<file path="src/common/fpb_regs.svh">
// Register offsets, reset values and timing counts for the fan PWM source block
`ifndef FPB_REGS_SVH
`define FPB_REGS_SVH

// Register offsets on the byte register port
`define FPB_ADDR_FREQ_A   8'hcb
`define FPB_ADDR_BIND_B   8'hcc
// Reset values
`define FPB_RST_FREQ_A    3'h0
`define FPB_RST_BIND_B    8'h0f
// Field layout of the frequency register
`define FPB_FREQ_MSB      2
`define FPB_FREQ_PAD      5'h00
`define FPB_RD_UNMAPPED   8'h00
// System clock rate
`define FPB_CLK_HZ        50000000
// PWM output frequencies per code, in Hz
`define FPB_F0_HZ         22500
`define FPB_F1_HZ         96
`define FPB_F2_HZ         84
`define FPB_F3_HZ         72
`define FPB_F4_HZ         60
`define FPB_F5_HZ         48
`define FPB_F6_HZ         36
`define FPB_F7_HZ         12
// Steps of duty within one PWM period
`define FPB_STEPS         256
// Prescaler cycles per duty step, derived from the rate
`define FPB_DIV(f)        (`FPB_CLK_HZ / ((f) * `FPB_STEPS))
// Ramp step interval in microseconds and its cycle count
`define FPB_RAMP_US       1000
`define FPB_RAMP_CYC      (`FPB_CLK_HZ / 1000000 * `FPB_RAMP_US)
// Duty limits and ramp increment
`define FPB_DUTY_FULL     8'hff
`define FPB_DUTY_OFF      8'h00
`define FPB_RAMP_STEP     8'h01

`endif

</file>
<file path="src/common/fpb_pkg.sv">
// Types shared by the fan PWM source block
package fpb_pkg;
    // Frequency select code
    typedef logic [2:0] fpb_freq_t;
    // Duty cycle value, 0 off, ff full on
    typedef logic [7:0] fpb_duty_t;
    // Binding register layout, bit 7 down to bit 0
    typedef struct packed {
        logic bind_regulator_hot_two;
        logic bind_regulator_hot_one;
        logic bind_cpu_throttle_two;
        logic bind_cpu_throttle_one;
        logic bind_zone_four;
        logic bind_zone_three;
        logic bind_zone_two;
        logic bind_zone_one;
    } fpb_bind_s;
    // Hot input group, order matches the binding bits 7:4
    typedef struct packed {
        logic regulator_two_overheat_in;
        logic regulator_one_overheat_in;
        logic cpu_two_throttle_in;
        logic cpu_one_throttle_in;
    } fpb_hot_s;
    // Register port request
    typedef struct packed {
        logic       wr;
        logic       rd;
        logic [7:0] addr;
        logic [7:0] wdata;
    } fpb_req_s;
endpackage

</file>
<file path="src/hw/fpb_top.sv">
// Fan PWM frequency select, source binding, ramp and max-duty arbitration
`timescale 1ns/1ns
`include "fpb_regs.svh"

// One PWM channel: prescaler per code, 8-bit phase compare
module fpb_pwm_chan (
    input  wire logic              clk,
    input  wire logic              rst,
    input  wire fpb_pkg::fpb_freq_t freq_code,
    input  wire fpb_pkg::fpb_duty_t duty,
    output logic                   pwm_ff
);
    logic [15:0]        div_ff,   nxt_div;    // Prescaler count
    logic [7:0]         phase_ff, nxt_phase;  // Phase in the period
    fpb_pkg::fpb_duty_t duty_ff,  nxt_duty;   // Duty held for the period
    logic               nxt_pwm;
    logic [15:0]        div_end;              // Last prescaler count

    // Divider per code
    // frequency code decode
    always_comb begin
        case (freq_code)
            3'h0:    div_end = 16'(`FPB_DIV(`FPB_F0_HZ) - 1);
            3'h1:    div_end = 16'(`FPB_DIV(`FPB_F1_HZ) - 1);
            3'h2:    div_end = 16'(`FPB_DIV(`FPB_F2_HZ) - 1);
            3'h3:    div_end = 16'(`FPB_DIV(`FPB_F3_HZ) - 1);
            3'h4:    div_end = 16'(`FPB_DIV(`FPB_F4_HZ) - 1);
            3'h5:    div_end = 16'(`FPB_DIV(`FPB_F5_HZ) - 1);
            3'h6:    div_end = 16'(`FPB_DIV(`FPB_F6_HZ) - 1);
            default: div_end = 16'(`FPB_DIV(`FPB_F7_HZ) - 1);
        endcase
    end

    // Next state; duty only changes at period start to avoid runt pulses
    always_comb begin
        nxt_div   = div_ff;
        nxt_phase = phase_ff;
        nxt_duty  = duty_ff;
        if (div_ff >= div_end) begin
            // A shorter divider after a code change wraps here at once
            nxt_div   = 16'h0000;
            nxt_phase = phase_ff + 8'h01;
            if (phase_ff == 8'hff) begin
                nxt_duty = duty;
            end
        end else begin
            nxt_div = div_ff + 16'h0001;
        end
        // Full duty stays high with no gap
        nxt_pwm = (duty_ff == `FPB_DUTY_FULL) || (phase_ff < duty_ff);
    end

    // Registers
    always_ff @(posedge clk or posedge rst) begin
        if (rst) begin
            div_ff   <= 16'h0000;
            phase_ff <= 8'h00;
            duty_ff  <= `FPB_DUTY_OFF;
            pwm_ff   <= 1'b0;
        end else begin
            div_ff   <= nxt_div;
            phase_ff <= nxt_phase;
            duty_ff  <= nxt_duty;
            pwm_ff   <= nxt_pwm;
        end
    end
endmodule

// One ramp source: climbs while hot, falls while cool, one step per tick
module fpb_ramp (
    input  wire logic               clk,
    input  wire logic               rst,
    input  wire logic               hot,
    input  wire logic               tick,
    output fpb_pkg::fpb_duty_t      duty_ff
);
    fpb_pkg::fpb_duty_t nxt_duty;

    always_comb begin
        nxt_duty = duty_ff;
        if (tick) begin
            if (hot && duty_ff != `FPB_DUTY_FULL) begin
                nxt_duty = duty_ff + `FPB_RAMP_STEP;
            end else if (!hot && duty_ff != `FPB_DUTY_OFF) begin
                nxt_duty = duty_ff - `FPB_RAMP_STEP;
            end
        end
    end

    // Register
    always_ff @(posedge clk or posedge rst) begin
        if (rst) begin
            duty_ff <= `FPB_DUTY_OFF;
        end else begin
            duty_ff <= nxt_duty;
        end
    end
endmodule

// Top: byte registers, input sync, ramps, arbitration, two PWM outputs
module fpb_top #(
    parameter int RAMP_TICK_CYC = `FPB_RAMP_CYC
) (
    input  wire logic                   clk,
    input  wire logic                   rst,
    input  wire fpb_pkg::fpb_req_s      reg_req,
    output logic [7:0]                  reg_rdata_ff,
    input  wire fpb_pkg::fpb_hot_s      hot_pins,
    input  wire logic [3:0][7:0]        zone_duty_in,
    input  wire fpb_pkg::fpb_duty_t     pwm_a_duty,
    input  wire fpb_pkg::fpb_freq_t     pwm_b_freq_code,
    output fpb_pkg::fpb_duty_t          pwm_b_duty_ff,
    output logic                        fan_pwm_out_a,
    output logic                        fan_pwm_out_b
);
    fpb_pkg::fpb_freq_t  pwm_a_freq_code_ff, nxt_freq;  // Frequency register
    fpb_pkg::fpb_bind_s  bind_ff, nxt_bind;             // Binding register
    logic [7:0]          nxt_rdata;
    fpb_pkg::fpb_hot_s   hot_meta_ff, hot_sync_ff;      // Two-stage sync
    logic [31:0]         tick_cnt_ff, nxt_tick_cnt;     // Ramp interval count
    logic                tick_ff, nxt_tick;             // Ramp step pulse
    logic [3:0][7:0]     ramp_duty;                     // Per-source ramp duty
    logic [7:0][7:0]     req_duty;                      // All requests, bind order
    fpb_pkg::fpb_duty_t  nxt_duty_b;

    // Register writes and reads
    always_comb begin
        nxt_freq  = pwm_a_freq_code_ff;
        nxt_bind  = bind_ff;
        nxt_rdata = reg_rdata_ff;
        if (reg_req.wr) begin
            case (reg_req.addr)
                `FPB_ADDR_FREQ_A: nxt_freq = reg_req.wdata[`FPB_FREQ_MSB:0];
                `FPB_ADDR_BIND_B: nxt_bind = reg_req.wdata;
                default:          nxt_bind = bind_ff;
            endcase
        end
        if (reg_req.rd) begin
            case (reg_req.addr)
                `FPB_ADDR_FREQ_A: nxt_rdata = {`FPB_FREQ_PAD, pwm_a_freq_code_ff};
                `FPB_ADDR_BIND_B: nxt_rdata = bind_ff;
                default:          nxt_rdata = `FPB_RD_UNMAPPED;
            endcase
        end
    end

    // Register bank
    always_ff @(posedge clk or posedge rst) begin
        if (rst) begin
            pwm_a_freq_code_ff <= `FPB_RST_FREQ_A;
            bind_ff            <= `FPB_RST_BIND_B;
            reg_rdata_ff       <= `FPB_RD_UNMAPPED;
        end else begin
            pwm_a_freq_code_ff <= nxt_freq;
            bind_ff            <= nxt_bind;
            reg_rdata_ff       <= nxt_rdata;
        end
    end

    // Pin inputs cross two flip-flops before any logic
    always_ff @(posedge clk or posedge rst) begin
        if (rst) begin
            hot_meta_ff <= '0;
            hot_sync_ff <= '0;
        end else begin
            hot_meta_ff <= hot_pins;
            hot_sync_ff <= hot_meta_ff;
        end
    end

    // Ramp interval timer, one pulse per interval
    always_comb begin
        nxt_tick     = 1'b0;
        nxt_tick_cnt = tick_cnt_ff + 32'h1;
        if (tick_cnt_ff >= 32'(RAMP_TICK_CYC - 1)) begin
            nxt_tick_cnt = 32'h0;
            nxt_tick     = 1'b1;
        end
    end

    // Timer registers
    always_ff @(posedge clk or posedge rst) begin
        if (rst) begin
            tick_cnt_ff <= 32'h0;
            tick_ff     <= 1'b0;
        end else begin
            tick_cnt_ff <= nxt_tick_cnt;
            tick_ff     <= nxt_tick;
        end
    end

    // One ramp per hot input
    // hot inputs feed ramps
    genvar gi;
    generate
        for (gi = 0; gi < 4; gi++) begin : g_ramp
            fpb_ramp u_ramp (
                .clk     (clk),
                .rst     (rst),
                .hot     (hot_sync_ff[gi]),
                .tick    (tick_ff),
                .duty_ff (ramp_duty[gi])
            );
        end
    endgenerate

    // zone lookup results used as is
    assign req_duty = {ramp_duty, zone_duty_in};

    // Largest bound request; unbound sources count as zero
    // max over bound sources
    always_comb begin
        nxt_duty_b = `FPB_DUTY_OFF;
        for (int i = 0; i < 8; i++) begin
            if (bind_ff[i] && req_duty[i] > nxt_duty_b) begin
                nxt_duty_b = req_duty[i];
            end
        end
    end

    // Arbitrated duty register
    always_ff @(posedge clk or posedge rst) begin
        if (rst) begin
            pwm_b_duty_ff <= `FPB_DUTY_OFF;
        end else begin
            pwm_b_duty_ff <= nxt_duty_b;
        end
    end

    // Channel A: frequency from register
    fpb_pwm_chan u_pwm_a (
        .clk       (clk),
        .rst       (rst),
        .freq_code (pwm_a_freq_code_ff),
        .duty      (pwm_a_duty),
        .pwm_ff    (fan_pwm_out_a)
    );

    // Channel B: same encoding, arbitrated duty
    fpb_pwm_chan u_pwm_b (
        .clk       (clk),
        .rst       (rst),
        .freq_code (pwm_b_freq_code),
        .duty      (pwm_b_duty_ff),
        .pwm_ff    (fan_pwm_out_b)
    );
endmodule

</file>
<file path="config.mk">
export PLATFORM = sky130hd
export DESIGN_NAME = fpb_top
export DESIGN_NICKNAME = d
export VERILOG_FILES = /design/src/common/fpb_pkg.sv /design/src/hw/fpb_top.sv
export VERILOG_INCLUDE_DIRS = /design/src /design/src/common
export SDC_FILE = /design/constraint.sdc
export NUM_CORES = 1
export LEC_CHECK = 0
export BUFFER_PORTS_ARGS = -buffer_cell sky130_fd_sc_hd__buf_2
export CELL_PAD_IN_SITES_DETAIL_PLACEMENT = 1
export CELL_PAD_IN_SITES_GLOBAL_PLACEMENT = 2
export CORE_ASPECT_RATIO = 1.4
export CORE_MARGIN = 2
export CORE_UTILIZATION = 35
export CTS_BUF_LIST = sky130_fd_sc_hd__clkbuf_16
export CTS_CLUSTER_SIZE = 25
export DETAILED_ROUTE_END_ITERATION = 7
export PLACE_DENSITY_LB_ADDON = 0.12
export SLEW_MARGIN = 40
export SYNTH_ARGS = -nofsm -noshare
export SYNTH_HDL_FRONTEND = slang
export SYNTH_SLANG_ARGS = --single-unit
</file>
<file path="constraint.sdc">
create_clock -name clk -period 12.63 [get_ports clk]
set_input_delay 0 -clock clk [delete_from_list [all_inputs] [get_ports clk]]
set_output_delay 0 -clock clk [all_outputs]
set_load 0.01 [all_outputs]
</file>
Word-level counts from Yosys, hierarchy flattened:

Index checks and enable logic that the tools add are counted.
W data, S select, Z words.

* word-level logic and storage cells: 144
* register bits after elaboration: 166
* input bits: 67

* add/subtract/negate cells: 13
* eq/ne operators: 22
* $lt $le $gt $ge: 13
* multiplexer cells: 23
* reduce and logical (&&, ||, !) cells: 40

Operators with widths (count)
* $pmux W14 S7: 2
* $mux W8: 16
* $gt A8 B8 Y1: 7
* $add A8 B1 Y8 const B: 6
* $eq A8 B8 Y1 const B: 6
* $add A16 B1 Y16 const B: 2
* $add A32 B1 Y32 const B: 1
* $ge A16 B14 Y1: 2
* $ge A32 B16 Y1 const B: 1
* $mux W16: 2
* $mux W32: 1
* $ne A8 B8 Y1 const B: 4
* $reduce_bool A8 Y1: 4
* $sub A8 B1 Y8 const B: 4
* $eq A3 B3 Y1 const B: 6
* $logic_and A1 B1 Y1: 16
* $lt A8 B8 Y1: 2
* $pmux W8 S2: 1
* $reduce_and A2 Y1: 8
* $eq A3 B2 Y1 const B: 4
* $gt A8 B1 Y1 const B: 1
* $reduce_bool A2 Y1: 4
* $eq A3 B1 Y1 const B: 2
* $logic_not A3 Y1: 2
* 3 further kinds: 7

Logic depth before layout (Yosys ltp):

Gate-level depths: netlist of the first run.

* depth in word-level cells: 24
* gate-level depth with buffers: 74

By module:

From an unflattened synthesis of the first run, not the netlist that was laid out.

* cells, all modules: 1198
* area, all modules: 11468.5 µm²

By module, submodules not included
* fpb_top: instances 1, area each 4894.7 µm², cells an instance 534, seq. area each 1706.6 µm²
* fpb_pwm_chan: instances 2, area each 2068.2 µm², cells an instance 206, seq. area each 825.8 µm²
* fpb_ramp: instances 4, area each 609.3 µm², cells an instance 63, seq. area each 200.2 µm²

Worst setup path before layout of the first run:

No wires, ideal clock.

* kind: reg2reg
* start point: reg bind_ff[0] (netlist bit)
* end point: reg pwm_b_duty_ff[2]
* data arrival time: 13077 ps
* slack: -580 ps
* cell stages (with the launch flop): 71
* period minus slack after synthesis: 13210 ps
* cells stage by stage: dfstp_2 -> buf_4 -> nand2_1 -> ha_1 -> nor2b_1 -> o211ai_1 -> a211oi_2 -> or2_1 -> buf_2 -> clkbuf_1 -> a21oi_1 -> ha_1 -> nor2b_1 -> a211o_1 -> a311o_1 -> o2111ai_2 -> nor2_1 -> a21oi_1 -> (+35 left out) -> ha_1 -> nand4_1 -> nor2_1 -> nand2_1 -> a2111o_1 -> o311a_1 -> or2_1 -> buf_6 -> mux2_4 -> ha_1 -> a21o_1 -> a21o_1 -> a21oi_1 -> o21ai_0 -> o211a_1 -> clkbuf_1 -> o41ai_1 -> a31oi_1

* cells in the longest elaborated chain, start to end: 23

Ends and longest elaborated chain
* start, declared: line fpb_top.sv:117 `fpb_pkg::fpb_bind_s bind_ff, nxt_bind;`
* start signal, assigned: line fpb_top.sv:151 `` bind_ff <= `FPB_RST_BIND_B; ``
* start signal, assigned: line fpb_top.sv:155 `bind_ff <= nxt_bind;`
* $logic_and A1 B1 Y1 *: line fpb_top.sv:215 `if (bind_ff[i] && req_duty[i] > nxt_duty_b) begin`
* $mux W8 *: line fpb_top.sv:215
* $gt A8 B8 Y1: line fpb_top.sv:215
* $logic_and A1 B1 Y1: line fpb_top.sv:215
* $mux W8 *: line fpb_top.sv:215
* $gt A8 B8 Y1: line fpb_top.sv:215
* $logic_and A1 B1 Y1: line fpb_top.sv:215
* $mux W8 *: line fpb_top.sv:215
* (+8 left out)
* $mux W8 *: line fpb_top.sv:215
* $gt A8 B8 Y1: line fpb_top.sv:215
* $logic_and A1 B1 Y1: line fpb_top.sv:215
* $mux W8 *: line fpb_top.sv:215
* $gt A8 B8 Y1: line fpb_top.sv:215
* $logic_and A1 B1 Y1: line fpb_top.sv:215
* $mux W8 *: line fpb_top.sv:215
* via nxt_duty_b[2]: line fpb_top.sv:124 `fpb_pkg::fpb_duty_t nxt_duty_b;`
* end signal, assigned: line fpb_top.sv:224 `` pwm_b_duty_ff <= `FPB_DUTY_OFF; ``
* end signal, assigned: line fpb_top.sv:226 `pwm_b_duty_ff <= nxt_duty_b;`
* end, declared: line fpb_top.sv:112 `output fpb_pkg::fpb_duty_t pwm_b_duty_ff,`

Mark *: on every way through the listed nets, which the timed path passes. The rest lies on a longest branch.
A chain may end at the register's enable or synchronous reset.

Worst setup path after layout of the first run:

Same ends and word-level chain as after synthesis.

==> results of run 1 <==
[cell usage after synthesis (5+ instances only)]
master	instances	area (sq um)
sky130_fd_sc_hd__clkbuf_1	23	86.3
sky130_fd_sc_hd__a21oi_1	61	305
sky130_fd_sc_hd__nor3_1	9	45.0
sky130_fd_sc_hd__dfrtp_1	162	4050
sky130_fd_sc_hd__mux2_2	39	439
sky130_fd_sc_hd__nor2_1	94	353
sky130_fd_sc_hd__or2_2	5	31.3
sky130_fd_sc_hd__a21o_1	31	233
sky130_fd_sc_hd__or3_1	6	37.5
sky130_fd_sc_hd__xor2_1	40	350
sky130_fd_sc_hd__nand2b_1	16	100
sky130_fd_sc_hd__xnor2_1	55	482
sky130_fd_sc_hd__ha_1	117	1460
sky130_fd_sc_hd__nor4_1	20	125
sky130_fd_sc_hd__and3_1	18	113
sky130_fd_sc_hd__and2_1	8	50.1
sky130_fd_sc_hd__o21ai_0	67	335
sky130_fd_sc_hd__o21ai_1	5	25.0
sky130_fd_sc_hd__o21bai_1	8	60.1
sky130_fd_sc_hd__nor2b_1	16	100
sky130_fd_sc_hd__mux2i_1	10	100
sky130_fd_sc_hd__inv_1	87	327
sky130_fd_sc_hd__nand4_1	26	163
sky130_fd_sc_hd__nand3_1	36	180
sky130_fd_sc_hd__a221oi_2	7	105
sky130_fd_sc_hd__nand2_1	79	297
[routing by layer]
layer | up-vias | GRT usage (%) | routed length, um
li1 | 4396 | - | -
met1 | 4404 | 21.0 | 12000
met2 | 85 | 34.2 | 15600
met3 | 40 | 2.90 | 625
met4 | 0 | 5.43 | 612
met5 | - | 0 | 0
[layout make-up]
| cell class | count | area [sq um] |
|---|---|---|
| diodes | 1 | 2.50 |
| well taps | 390 | 488 |
| fillers | 3499 | 16700 |
| repair buffers | 201 | 1450 |
| clock inverters | 15 | 153 |
| flip-flops and latches | 166 | 4160 |
| inverters | 87 | 337 |
| multi-input cells | 870 | 7010 |
| clock buffers | 17 | 425 |
[worst paths after layout]
path	cells past startpoint	end	from
worst min-delay path	3	pwm_a_freq_code_ff[0]	reg_req[17]
worst max register to register	67	pwm_b_duty_ff[2]	bind_ff[0]
min in group asynchronous	3	u_pwm_b.pwm_ff	rst
max in group asynchronous	4	u_pwm_a.div_ff[1]	rst
worst min register to register	0	hot_sync_ff[1]	hot_meta_ff[1]
worst max-delay path	67	pwm_b_duty_ff[2]	bind_ff[0]
[per-stage QoR]
step / hold slack, ns / worst slack [ns]
finish: 0.0242 / -0.0531
global route: 0.0759 / -0.725
global placement: 0.108 / -0.106
floorplan: 0.0314 / -0.0354
detailed placement: 0.110 / -0.512
CTS: 0.00237 / 0.0274
[cells by family (layout without fill, tap and decap cells)]
| kind of cell | count (synthesis) | after routing |
|---|---|---|
| DFF | 166 | 166 |
| xor gates and xnor gates | 95 | 95 |
| and+or+nand+nor | 347 | 348 |
| buffers and inverters | 117 | 320 |
| AOI/OAI and AO/OA | 231 | 231 |
| adders and majority gates | 121 | 121 |
| muxes | 57 | 57 |
| other | 1 | 19 |
[power by group through the flow]
stage	combinational (W)	clock, W	sequential, W
CTS	0.000822	0.000542	0.000815
detailed placement	0.000772	0	0.000819
global route	0.000983	0.000564	0.000841
floorplan	0.000585	0	0.000751
global placement	0.000747	0	0.000820
finish	0.000857	0.000522	0.000817
[flip-flops by register name (all words and copies together) (netlist names)]
register	cells
bind_ff	8
g_ramp.u_ramp.duty_ff	32
hot_meta_ff	4
hot_sync_ff	4
pwm_a_freq_code_ff	3
pwm_b_duty_ff	8
reg_rdata_ff	8
tick_cnt_ff	32
tick_ff	1
u_pwm_a.div_ff	16
u_pwm_a.duty_ff	8
u_pwm_a.phase_ff	8
u_pwm_a.pwm_ff	1
u_pwm_b.div_ff	16
u_pwm_b.duty_ff	8
u_pwm_b.phase_ff	8
u_pwm_b.pwm_ff	1
[timing repair]
action | CTS | global route
endpoints found under the hold margin | 125 | 0
pin swaps | 18 | 50
hold buffers | 25 | 0
setup buffers | 12 | 17
setup endpoints to repair | 8 | 8
resized for setup | 42 | 71
cloned | 2 | 1
[layout by cell type (no fill, tap or decap), drive strengths merged, types with 7 or more instances in the layout]
cell type,netlist,final
buf,7,175
dfrtp,162,162
ha,117,117
nor2,94,94
inv,87,93
nand2,80,80
o21ai,73,73
a21oi,61,61
xnor2,55,55
mux2,43,43
xor2,40,40
nand3,36,36
a21o,31,31
nand4,26,26
dlygate4sd3,0,25
nor4,20,20
and3,18,18
clkbuf,23,18
conb,1,18
nand2b,16,16
nor2b,16,16
mux2i,14,14
nor3,9,9
o21bai,8,8
and2,8,8
or2,7,8
a221oi,7,7
[critical path, delay by kind of cell, from the launching register on]
kind                     cells  cell delay (ns)
multiplexers                 4             1.15
adder cells (fa/ha/maj)      7             1.82
buffers and inverters       10             1.40
flip-flops                   1             0.59
AO/OA/AOI/OAI               30             5.36
AND/OR/NAND/NOR             16             2.20
==> run summary, run 1 <==
The critical path in this run is classified as reg2reg. The tool flagged a number of max-cap violations equal to 0. The fraction of power spent switching nets came out at 37.9%. The tools report the first-pass GRT wire length as 47800 um. Summing the areas of all compound-gate instances in the mapped netlist gives 14.2% of the synthesized area. TritonCTS built the clock tree. The number of vias per cell came out at 5.11.

The final route contains 8925 vias. For this run, the number of Yosys warnings is 0. After clock tree synthesis, the clock-pin slew on the worst setup and hold paths is 0.07 ns. Pin placement for this block handled 85 I/O pins. Combinational family with the most area after synthesis: simple AND/OR/NAND/NOR gates.

For the final routed database, the setup TNS stands at -0.0606 ns. The slowest cell on the critical path is sky130_fd_sc_hd__dfstp_2. The worst hold path class was in2reg. In this run the deepest clock path goes through 2 buffers.

On the final layout, the worst clock skew is 0.0128 ns. The clock network is responsible for 23.8% of the overall power. After floorplanning, the core was divided into 76 placement rows.

The clock drives 166 sinks. Total overflow reported by the global router: 0. The synthesis-stage register bit count is 166. Final instance area: 14000 sq um.

For the final number of max-transition violations, the log shows 0. After detailed routing, the average wire length per cell comes to 16.5 um. The maximum net fanout on the critical path is 7.

Summed over all layers, the routed wires come to 28800 um. For the final number of setup-violating endpoints, the log shows 2. Of the total synthesized cell area, the portion taken by full adders, half adders and majority gates is 14.1%. The initial core utilization is 35.5%, and the width of the die is 153 um. At the end of routability-driven placement, the weighted congestion stood at 0.791. The simple-gate area share of the yosys netlist was 15.7%; the number of instances in the synthesized netlist was 1135.

The type of origin of the critical path was a flop. The tools report the internal reg-to-reg setup slack as -0.05 ns. Dividing total power by cell area gives a power density of 157 nW/um^2.

The final routed DRC violation total was 0; the final core utilization was 45.7%. Once detail routing completed, the nets flagged for antenna violations numbered 0. The cell area that synthesis handed to floorplanning was 10900 sq um. For this run, the slowest stage of the critical path takes 0.59 ns. Global routing used 18.1% of the available tracks across all layers. Overall power consumption after layout is estimated at 0.00220 W. Counting flops with a built-in enable in the synthesized netlist gives 0.

The logs give -0.0531 ns for the post-route worst setup slack and 1 for the number of antenna violations at the first check in global routing. The detailed router's first-iteration violation count is 295, and the final critical-path share of the clock period is 100%. The headroom to the max-slew limit came out at 52.5%. Final net count: 1531. The endpoint type of the worst setup path is a flop. Setup repair after global routing could not meet its margin everywhere. For the worst setup path, the data arrival time is 12.99 ns. Share of total power in sequential cells: 37.2%. The number of different library cells used by synthesis comes to 74. The area of the core came out at 30700 sq um. The final instance count without filler cells is 1747. Timing would allow up to 78.8 MHz. The post-synthesis average cell area was 9.61 sq um. CTS placed an instance of sky130_fd_sc_hd__clkbuf_16 at the clock tree root. Buffers placed on the I/O ports in this run total 84. The final HPWL from detailed placement was 21300 um; the signed area change from the synthesized netlist to the final layout was 28.5%. For the pin with the worst max-slew slack, the measured transition is 0.713 ns.

The combinational share of power is 39.0%, and the switching power of the nets is 0.000831 W. The logs give 4 for the H-tree depth reported by CTS and 1657 for the instance count after placement with tap cells included. After layout, the minimum clock period comes to 12.68 ns. The synthesized netlist devotes 7.63% of its cell area to XOR and XNOR gates. Clock tree synthesis inserted a total of 17 buffers. Of the synthesized area, sequential elements account for 38.1%. IR analysis of the VDD net gives a maximum drop of 0.0940 mV. After detailed placement, the total cell area comes to 12300 sq um. After synthesis, the share of cell area in mux cells is 6.00%.

Internal cell power: 0.00136 W. In this run the vertical extent of the chip is 213 um. The run gives 12.94 ns as the required time of the critical path. For the number of optimization iterations in the first detailed-route pass, the log shows 4. The tools report the via count of the first global-routing pass as 9544. In the final layout, the share of cells above drive strength 1 is 26.4%.

The die area is 32600 sq um. The run finished, with violations left. For this run, asynchronously set or reset flops after synthesis account for 100%. Entering global routing, the biggest net connects 96 pins. The most common flop cell mapped by yosys is sky130_fd_sc_hd__dfrtp_1.

Clock insertion delay at the later pin of the skew report: 0.44 ns. Hold violation total from the final report: 0. The checks that failed: negative setup slack. The run gives 6.49 nW as the leakage power.
(Power assumes the default switching activity.)
==> inputs of run 2 (changes only) <==
CORE_UTILIZATION = 36   (was 35)
SYNTH_HIERARCHICAL = 1   (was default)
==> run 2 against run 1 <==
The run now ends clean. Routed wire length increased by 11%. Utilization decreased by 0.74 points. Via count increased by 6.9%. Non-clock buffer count decreased by 31. Clock skew increased by 0.0026 ns. Largest power group unchanged. Cell count increased by 2.0%. Cell area increased by 0.91%. Register-to-register slack improved by 0.37 ns. Synthesized area increased by 5.1%.
==> run summary, run 2 <==
The logs give 31500 sq um (+2.6%) for the area of the core and 11500 sq um (+5.1%) for the post-synthesis instance area. The run gives 17 (unchanged) as the number of buffers inserted during clock tree synthesis. The type of origin of the critical path was a flop. CTS placed an instance of sky130_fd_sc_hd__clkbuf_16 at the clock tree root.

Number of buffer cells added on primary ports: 84 (unchanged). The number of antenna violations at the first check in global routing was 0 (-1); the overall die height was 215 um (+1.1%). The most numerous cell type found on the critical path is sky130_fd_sc_hd__a21o_1.

The clock insertion delay at the later pin of the skew report is 0.45 ns (about the same). The worst stage delay on the critical path is 0.69 ns (+0.10 ns), and the headroom to the max-slew limit is 44.6% (-7.9 points). The final critical-path share of the clock period was 97.5% (-3.0 points); the signed area change from the synthesized netlist to the final layout was 23.4%. The tools report the setup skew after layout as 0.0154 ns (+0.00258 ns).

The final routed DRC violation total is 0 (unchanged), and the final number of max-transition violations is 0 (unchanged). The total overflow reported by the global router was 0 (unchanged); the number of max-capacitance violations reported was 0 (unchanged). Detailed router's first-iteration violation count: 291 (-1.4%).

The worst setup path is captured at a flop. The run gives 0.855 (+8.1%) as the global placer's final weighted congestion. The post-detailed-placement cell area was 12500 sq um (+1.3%); the overall track demand over capacity in global routing was 19.1% (+1.0 points). The number of vias after detailed routing came out at 9544 (+6.9%). The number of instances in the synthesized netlist came out at 1198 (+5.6%). TritonCTS built the clock tree. The overall routed net length was 31900 um (+11%). The run gives 12.68 ns (-0.31 ns) as the critical path data arrival time.

The tools report the number of distinct library cell variants in the gate-level netlist after synthesis as 81 (+9.5%). The tools report the number of buffers on the longest clock path as 2 (unchanged). The fmax is 81.2 MHz (+3.0%).

The run gives 6.32 nW (-2.5%) as the leakage power. For the initial core utilization, the log shows 36.4% (+0.88 points). The largest registers in the layout are g_ramp.u_ramp/duty_ff: 32 flops, tick_cnt_ff: 32 flops. For the antenna diode count, the log shows 0 (-1). Final HPWL from detailed placement: 24200 um (+14%). The tools report the final number of setup-violating endpoints as 0 (-2). For the maximum number of pins on one net before global-route repair, the log shows 63 (-34%). The top-level port count was 85 (unchanged).

The power density of the placed cells is 155 nW/um^2 (-0.96%). The number of optimization iterations in the first detailed-route pass is 4 (unchanged), and the synthesis-stage register bit count is 166 (unchanged). The slew at the pin with the worst max-slew slack was 0.824 ns (+0.111 ns); the required time of the critical path was 13.00 ns (+0.06 ns). Among cell families on the critical path, the largest total delay comes from compound AO/OA/AOI/OAI gates.

Ranked by instance count, the synthesized netlist is headed by 162 x sky130_fd_sc_hd__dfrtp_1, 117 x sky130_fd_sc_hd__ha_1, 104 x sky130_fd_sc_hd__nand2_1. The mean routed wirelength per cell is 17.9 um (+8.6%), and the H-tree depth reported by CTS is 4 (unchanged). sky130_fd_sc_hd__dfrtp_1 takes more of the synthesized area than any other cell. The fraction of post-synthesis cell area in the top cell type by area is 35.3% (-1.8 points). The slowest cell on the critical path was sky130_fd_sc_hd__dfstp_2. The tools report the post-route total power as 0.00219 W (about the same). The yosys synthesis warning count is 6 (+6), and the number of placement rows is 77 (+1.3%). Hold violation total from the final report: 0 (unchanged).

The most common cell after layout, fill and taps aside was sky130_fd_sc_hd__dfrtp_1. The width of the die works out to 155 um (+1.1%). The async set or reset register ratio after synthesis was 100% (unchanged); the via count of the first global-routing pass was 9929 (+4.0%). The maximum net fanout on the critical path was 11 (+4). The flow ran to the end, and the final reports show no timing, DRC or antenna violations.

The clock transition at the register clock pins on the worst setup and hold paths after CTS was 0.06 ns (about the same). The most common flop cell mapped by yosys was sky130_fd_sc_hd__dfrtp_1. The logs give 1562 (+2.0%) for the final net count and 0 (unchanged) for the number of nets still failing antenna checks after routing. The logs give 50700 um (+6.0%) for the first-pass GRT wire length and 0.32 ns (+0.37 ns) for the internal reg-to-reg setup slack. The minimum clock period works out to 12.31 ns (-0.374 ns). The number of buffer and inverter stages on the critical path works out to 8 (-2).

The fraction of layout instances using a drive strength above 1 works out to 25.5% (-0.88 points). Die area: 33300 sq um (+2.1%). Yosys attributes the largest share of cell area to sky130_fd_sc_hd__dfrtp_1 35%, sky130_fd_sc_hd__ha_1 13%, sky130_fd_sc_hd__xor2_1 5.1%. The number of enable-type register cells in the synthesized netlist came out at 0 (unchanged). The critical path in this run is classified as reg2reg.

The tightest min-delay check is of the in2reg type. The library cells used most frequently in the layout, excluding fill and tap cells, are 162 x sky130_fd_sc_hd__dfrtp_1, 104 x sky130_fd_sc_hd__ha_1, 98 x sky130_fd_sc_hd__nand2_1. The post-synthesis average cell area was 9.57 sq um (-0.42%). The most instantiated library cell after synthesis is sky130_fd_sc_hd__dfrtp_1. The sequential element share of the synthesized area was 36.3% (-1.9 points).

For the clock sink count, the log shows 166 (unchanged). The tools report the peak supply drop as 0.0867 mV (-7.8%). The number of vias per cell is 5.36 (+4.8%).

The run gives 14100 sq um (+0.91%) as the final instance area.
==> run 2: final cells by class <==
cell class | instances | area, sq um
Fill cell | 3613 | 17400
Multi-Input combinational cell | 943 | 7500
Sequential cell | 166 | 4160
Timing Repair Buffer | 170 | 1150
Tap cell | 395 | 494
Clock buffer | 17 | 425
Inverter | 76 | 289
Clock inverter | 15 | 130
==> run 2: cell families (layout without fill, tap and decap cells) <==
family	Yosys count	count (layout)	share of synthesized area (%)
buf+inv	105	278	3.91
fa+ha+maj	121	121	13.5
mux	55	55	5.31
xor+xnor	89	89	6.80
flops	166	166	36.3
simple gates	374	374	16.5
other cells	3	18	0.0982
compound gates	285	286	17.6
==> run 2: worst register-to-register path: cells and delay by family (launching register included) <==
kind | cells | cell delay [ns]
AOI/OAI and AO/OA | 37 | 6.58
adders and majority gates | 7 | 1.84
and+or+nand+nor | 12 | 1.36
buffers and inverters | 8 | 0.98
muxes | 3 | 0.81
DFF | 1 | 0.69
==> run 2: metal layers <==
layer | track usage (%) | routed length [um] | part of all wire (%) | vias up
li1 | - | - | - | 4660
met1 | 22.1 | 13400 | 42 | 4722
met2 | 35.9 | 17100 | 54 | 119
met3 | 2.58 | 555 | 1.7 | 43
met4 | 6.67 | 813 | 2.5 | 0
met5 | 0 | 0 | 0 | -
==> run 2: final timing paths <==
check | startpoint | endpoint | cells past startpoint
setup / recovery | bind_ff[0] | pwm_b_duty_ff[4] | 67
max in group asynchronous | rst | pwm_a_freq_code_ff[1] | 4
hold / removal | reg_req[8] | reg_rdata_ff[2] | 4
setup reg to reg | bind_ff[0] | pwm_b_duty_ff[4] | 67
hold reg to reg | hot_meta_ff[3] | hot_sync_ff[3] | 0
min in group asynchronous | rst | hot_sync_ff[1] | 3
==> run 2: through the flow <==
stage	cells	utilization (%)	setup TNS [ns]	hold WS, ns	setup WS [ns]
floorplan	1213	-	0	-0.184	0.248
global placement	1687	39.6	-0.790	0.0636	-0.120
detailed placement	1687	39.6	-3.86	0.0607	-0.524
CTS	1748	42.3	0	0.0148	0.00587
global route	1782	44.9	-2.65	0.0636	-0.375
finish	1782	44.9	0	0.0333	0.321
==> run 2: timing repair <==
action                                 4_1_cts  5_1_grt
setup endpoints to repair                    8        8
resized for setup                            5      115
setup buffers                                3       31
pin swaps                                    1       38
endpoints found under the hold margin      135        0
hold buffers                                26        0
cloned                                       0        3
==> run 2: power by group <==
group	switching, W	internal (W)	total [W]	leakage [nW]
Clock	0.000233	0.000273	0.000506	0.269
Combinational	0.000440	0.000423	0.000862	3.93
Sequential	0.000197	0.000629	0.000826	2.13
==> inputs of run 3 (changes only) <==
BUFFER_PORTS_ARGS = -buffer_cell sky130_fd_sc_hd__buf_4   (was -buffer_cell sky130_fd_sc_hd__buf_2)
==> run 3 against run 2 <==
Via count down 0.48%. Clock power is 4.3% lower. First-iteration DRC count down 1.4%. Maximum frequency increased by 3.1%. Flip-flop and latch count is the same. Critical path depth grew 2. Utilization grew 0.35 points. Largest power group unchanged. Highest routed layer unchanged.
==> run summary, run 3 (synthesis results as in run 2) <==
The number of buffers inserted during clock tree synthesis is 17 (unchanged), and the maximum net fanout on the critical path is 8 (-3). The tools report the initial core utilization as 36.4% (unchanged). For the final routed DRC violation total, the log shows 0 (unchanged). The peak supply drop is 0.108 mV (+24%). The tools report the final core utilization as 45.3% (+0.35 points).

In the layout the commonest cells are 162 x sky130_fd_sc_hd__dfrtp_1, 136 x sky130_fd_sc_hd__buf_4, 108 x sky130_fd_sc_hd__ha_1. The post-route worst setup slack is 0.693 ns (+0.373 ns), and the top-level port count is 85 (unchanged). The fmax is 83.8 MHz (+3.1%). For the overall track demand over capacity in global routing, the log shows 19.2% (+0.041 points). TritonCTS built the clock tree.

The first-pass GRT wire length is 51200 um (+0.97%). The minimum clock period is 11.94 ns (-0.373 ns), and the overall die height is 215 um (unchanged). By instance count, the cell type seen most on the critical path is sky130_fd_sc_hd__buf_4. The number of buffers on the longest clock path is 2 (unchanged). The type of origin of the critical path is a flop. The path type of the worst setup path was reg2reg. The total overflow reported by the global router is 0 (unchanged), and the width of the die is 155 um (unchanged).

The overall routed net length was 31700 um (-0.63%). The tools report the final HPWL from detailed placement as 24100 um (-0.25%). The run gives 0 (unchanged) as the antenna diode count.

The cell chosen for the clock root is sky130_fd_sc_hd__clkbuf_16. The run gives 63 (unchanged) as the maximum number of pins on one net before global-route repair. The via count of the first global-routing pass was 10100 (+1.7%).

The tools report the required time of the critical path as 12.99 ns (about the same). The run gives 49.3% (+4.8 points) as the headroom to the max-slew limit. The worst hold path belongs to the class in2reg.

Number of vias per cell: 5.33 (-0.43%). The area of the core is 31500 sq um (unchanged). For the number of nets still failing antenna checks after routing, the log shows 0 (unchanged). The fraction of layout instances using a drive strength above 1 was 24.9% (-0.63 points); the global placer's final weighted congestion was 0.845 (-1.2%).

The logs give 0 (unchanged) for the number of antenna violations at the first check in global routing and 0.44 ns (about the same) for the clock insertion delay at the later pin of the skew report. The detailed router's first-iteration violation count came out at 287 (-1.4%). The area growth from synthesis to layout is 24.3%. Most common cell after layout, fill and taps aside: sky130_fd_sc_hd__dfrtp_1. The slowest cell on the critical path was sky130_fd_sc_hd__dfstp_2. The mean routed wirelength per cell was 17.8 um (-0.57%). The final-layout setup total negative slack came out at 0 ns (unchanged). The die area is 33300 sq um (unchanged). The number of buffer cells added on primary ports came out at 84 (unchanged).

The final number of setup-violating endpoints was 0 (unchanged). The largest registers in the layout are g_ramp.u_ramp/duty_ff: 32 flops, tick_cnt_ff: 32 flops. The number of max-capacitance violations reported is 0 (unchanged). The number of optimization iterations in the first detailed-route pass was 4 (unchanged).

The clock transition at the register clock pins on the worst setup and hold paths after CTS was 0.07 ns (about the same); the clock sink count was 166 (unchanged). The hold violation total from the final report came out at 0 (unchanged). Number of vias after detailed routing: 9498 (-0.48%). The power density of the placed cells was 152 nW/um^2 (-1.9%); the leakage power was 6.36 nW (+0.51%). For the setup skew after layout, the log shows 0.0103 ns (-0.00510 ns).

The fill cell total of the finished layout is 3551 (-1.7%). For the H-tree depth reported by CTS, the log shows 4 (unchanged). The tools report the final net count as 1561 (-0.064%). Slew at the pin with the worst max-slew slack: 0.753 ns (-0.0707 ns).

For the final number of max-transition violations, the log shows 0 (unchanged). The run finished with clean final reports. For the placement-stage worst setup slack, the log shows -0.559 ns (-0.0350 ns).

The worst setup path is captured at a flop. The final instance count without filler cells was 1781 (-0.056%). The number of placement rows was 77 (unchanged). The instance count after placement with tap cells included came out at 1686 (-0.059%).

The worst stage delay on the critical path came out at 0.60 ns (-0.09 ns). The final critical-path share of the clock period was 94.5% (-3.0 points); the critical path data arrival time was 12.29 ns (-0.39 ns).
## run 3: cell count changes in the layout (fill, tap and decap cells not counted), sizes merged
| cell | previous run | this run |
|---|---|---|
| clkinvlp | 2 | 1 |
| buf | 143 | 140 |
| a31oi | 16 | 17 |
| clkinv | 7 | 8 |
| clkbuf | 17 | 18 |
| inv | 81 | 82 |
| bufinv | 1 | 0 |
## run 3: power breakdown
| group | total (W) | switching (W) | internal [W] |
|---|---|---|---|
| registers | 0.000821 | 0.000192 | 0.000629 |
| logic | 0.000864 | 0.000434 | 0.000430 |
| clock network | 0.000484 | 0.000232 | 0.000253 |
## run 3: metrics by stage
stage               instance area [sq um]  power (W)  hold slack [ns]
floorplan                           11500    0.00135           -0.184
global placement                    12700    0.00159         -0.00616
detailed placement                  12700    0.00161         -0.00582
CTS                                 13500    0.00212           0.0155
global route                        14300    0.00236           0.0438
finish                              14300    0.00217           0.0295
## run 3: metal layers
| metal | up-vias | routed length [um] | GRT usage, % |
|---|---|---|---|
| li1 | 4678 | - | - |
| met1 | 4660 | 13100 | 21.9 |
| met2 | 120 | 17100 | 35.9 |
| met3 | 40 | 635 | 2.60 |
| met4 | 0 | 890 | 7.31 |
| met5 | - | 0 | 0 |
## run 3: path summary, 6_finish.rpt
| path | startpoint | end | slack [ns] | cells past startpoint |
|---|---|---|---|---|
| worst max-delay path | bind_ff[0] | pwm_b_duty_ff[0] | 0.69 | 69 |
| worst min-delay path | reg_req[8] | reg_rdata_ff[2] | 0.03 | 4 |
| worst min register to register | hot_meta_ff[2] | hot_sync_ff[2] | 0.35 | 0 |
| max in group asynchronous | rst | hot_meta_ff[3] | 11.79 | 4 |
| worst max register to register | bind_ff[0] | pwm_b_duty_ff[0] | 0.69 | 69 |
| min in group asynchronous | rst | hot_sync_ff[2] | 0.07 | 3 |
## run 3: cell type report
class | instances | area (sq um) | area share [%]
inverter | 76 | 287 | 2.01
clock inverter | 15 | 104 | 0.728
clock buffer | 17 | 425 | 2.98
sequential | 166 | 4160 | 29.2
timing repair buffer | 168 | 1350 | 9.43
multi-input combinational | 944 | 7450 | 52.2
tap | 395 | 494 | 3.47
## run 3: repair_timing
item	CTS	global route
endpoints found under the hold margin	135	0
setup buffers	3	30
pin swaps	1	42
cloned	0	4
resized for setup	7	104
endpoints found under the setup margin	8	8
hold buffers	26	0
## run 3: critical path, delay by kind of cell (launching register included)
family	cells	cell delay, ns
AO/OA/AOI/OAI	24	4.24
AND/OR/NAND/NOR	22	2.68
adder cells (fa/ha/maj)	7	1.76
buffers and inverters	12	1.43
multiplexers	4	1.12
flip-flops	1	0.60
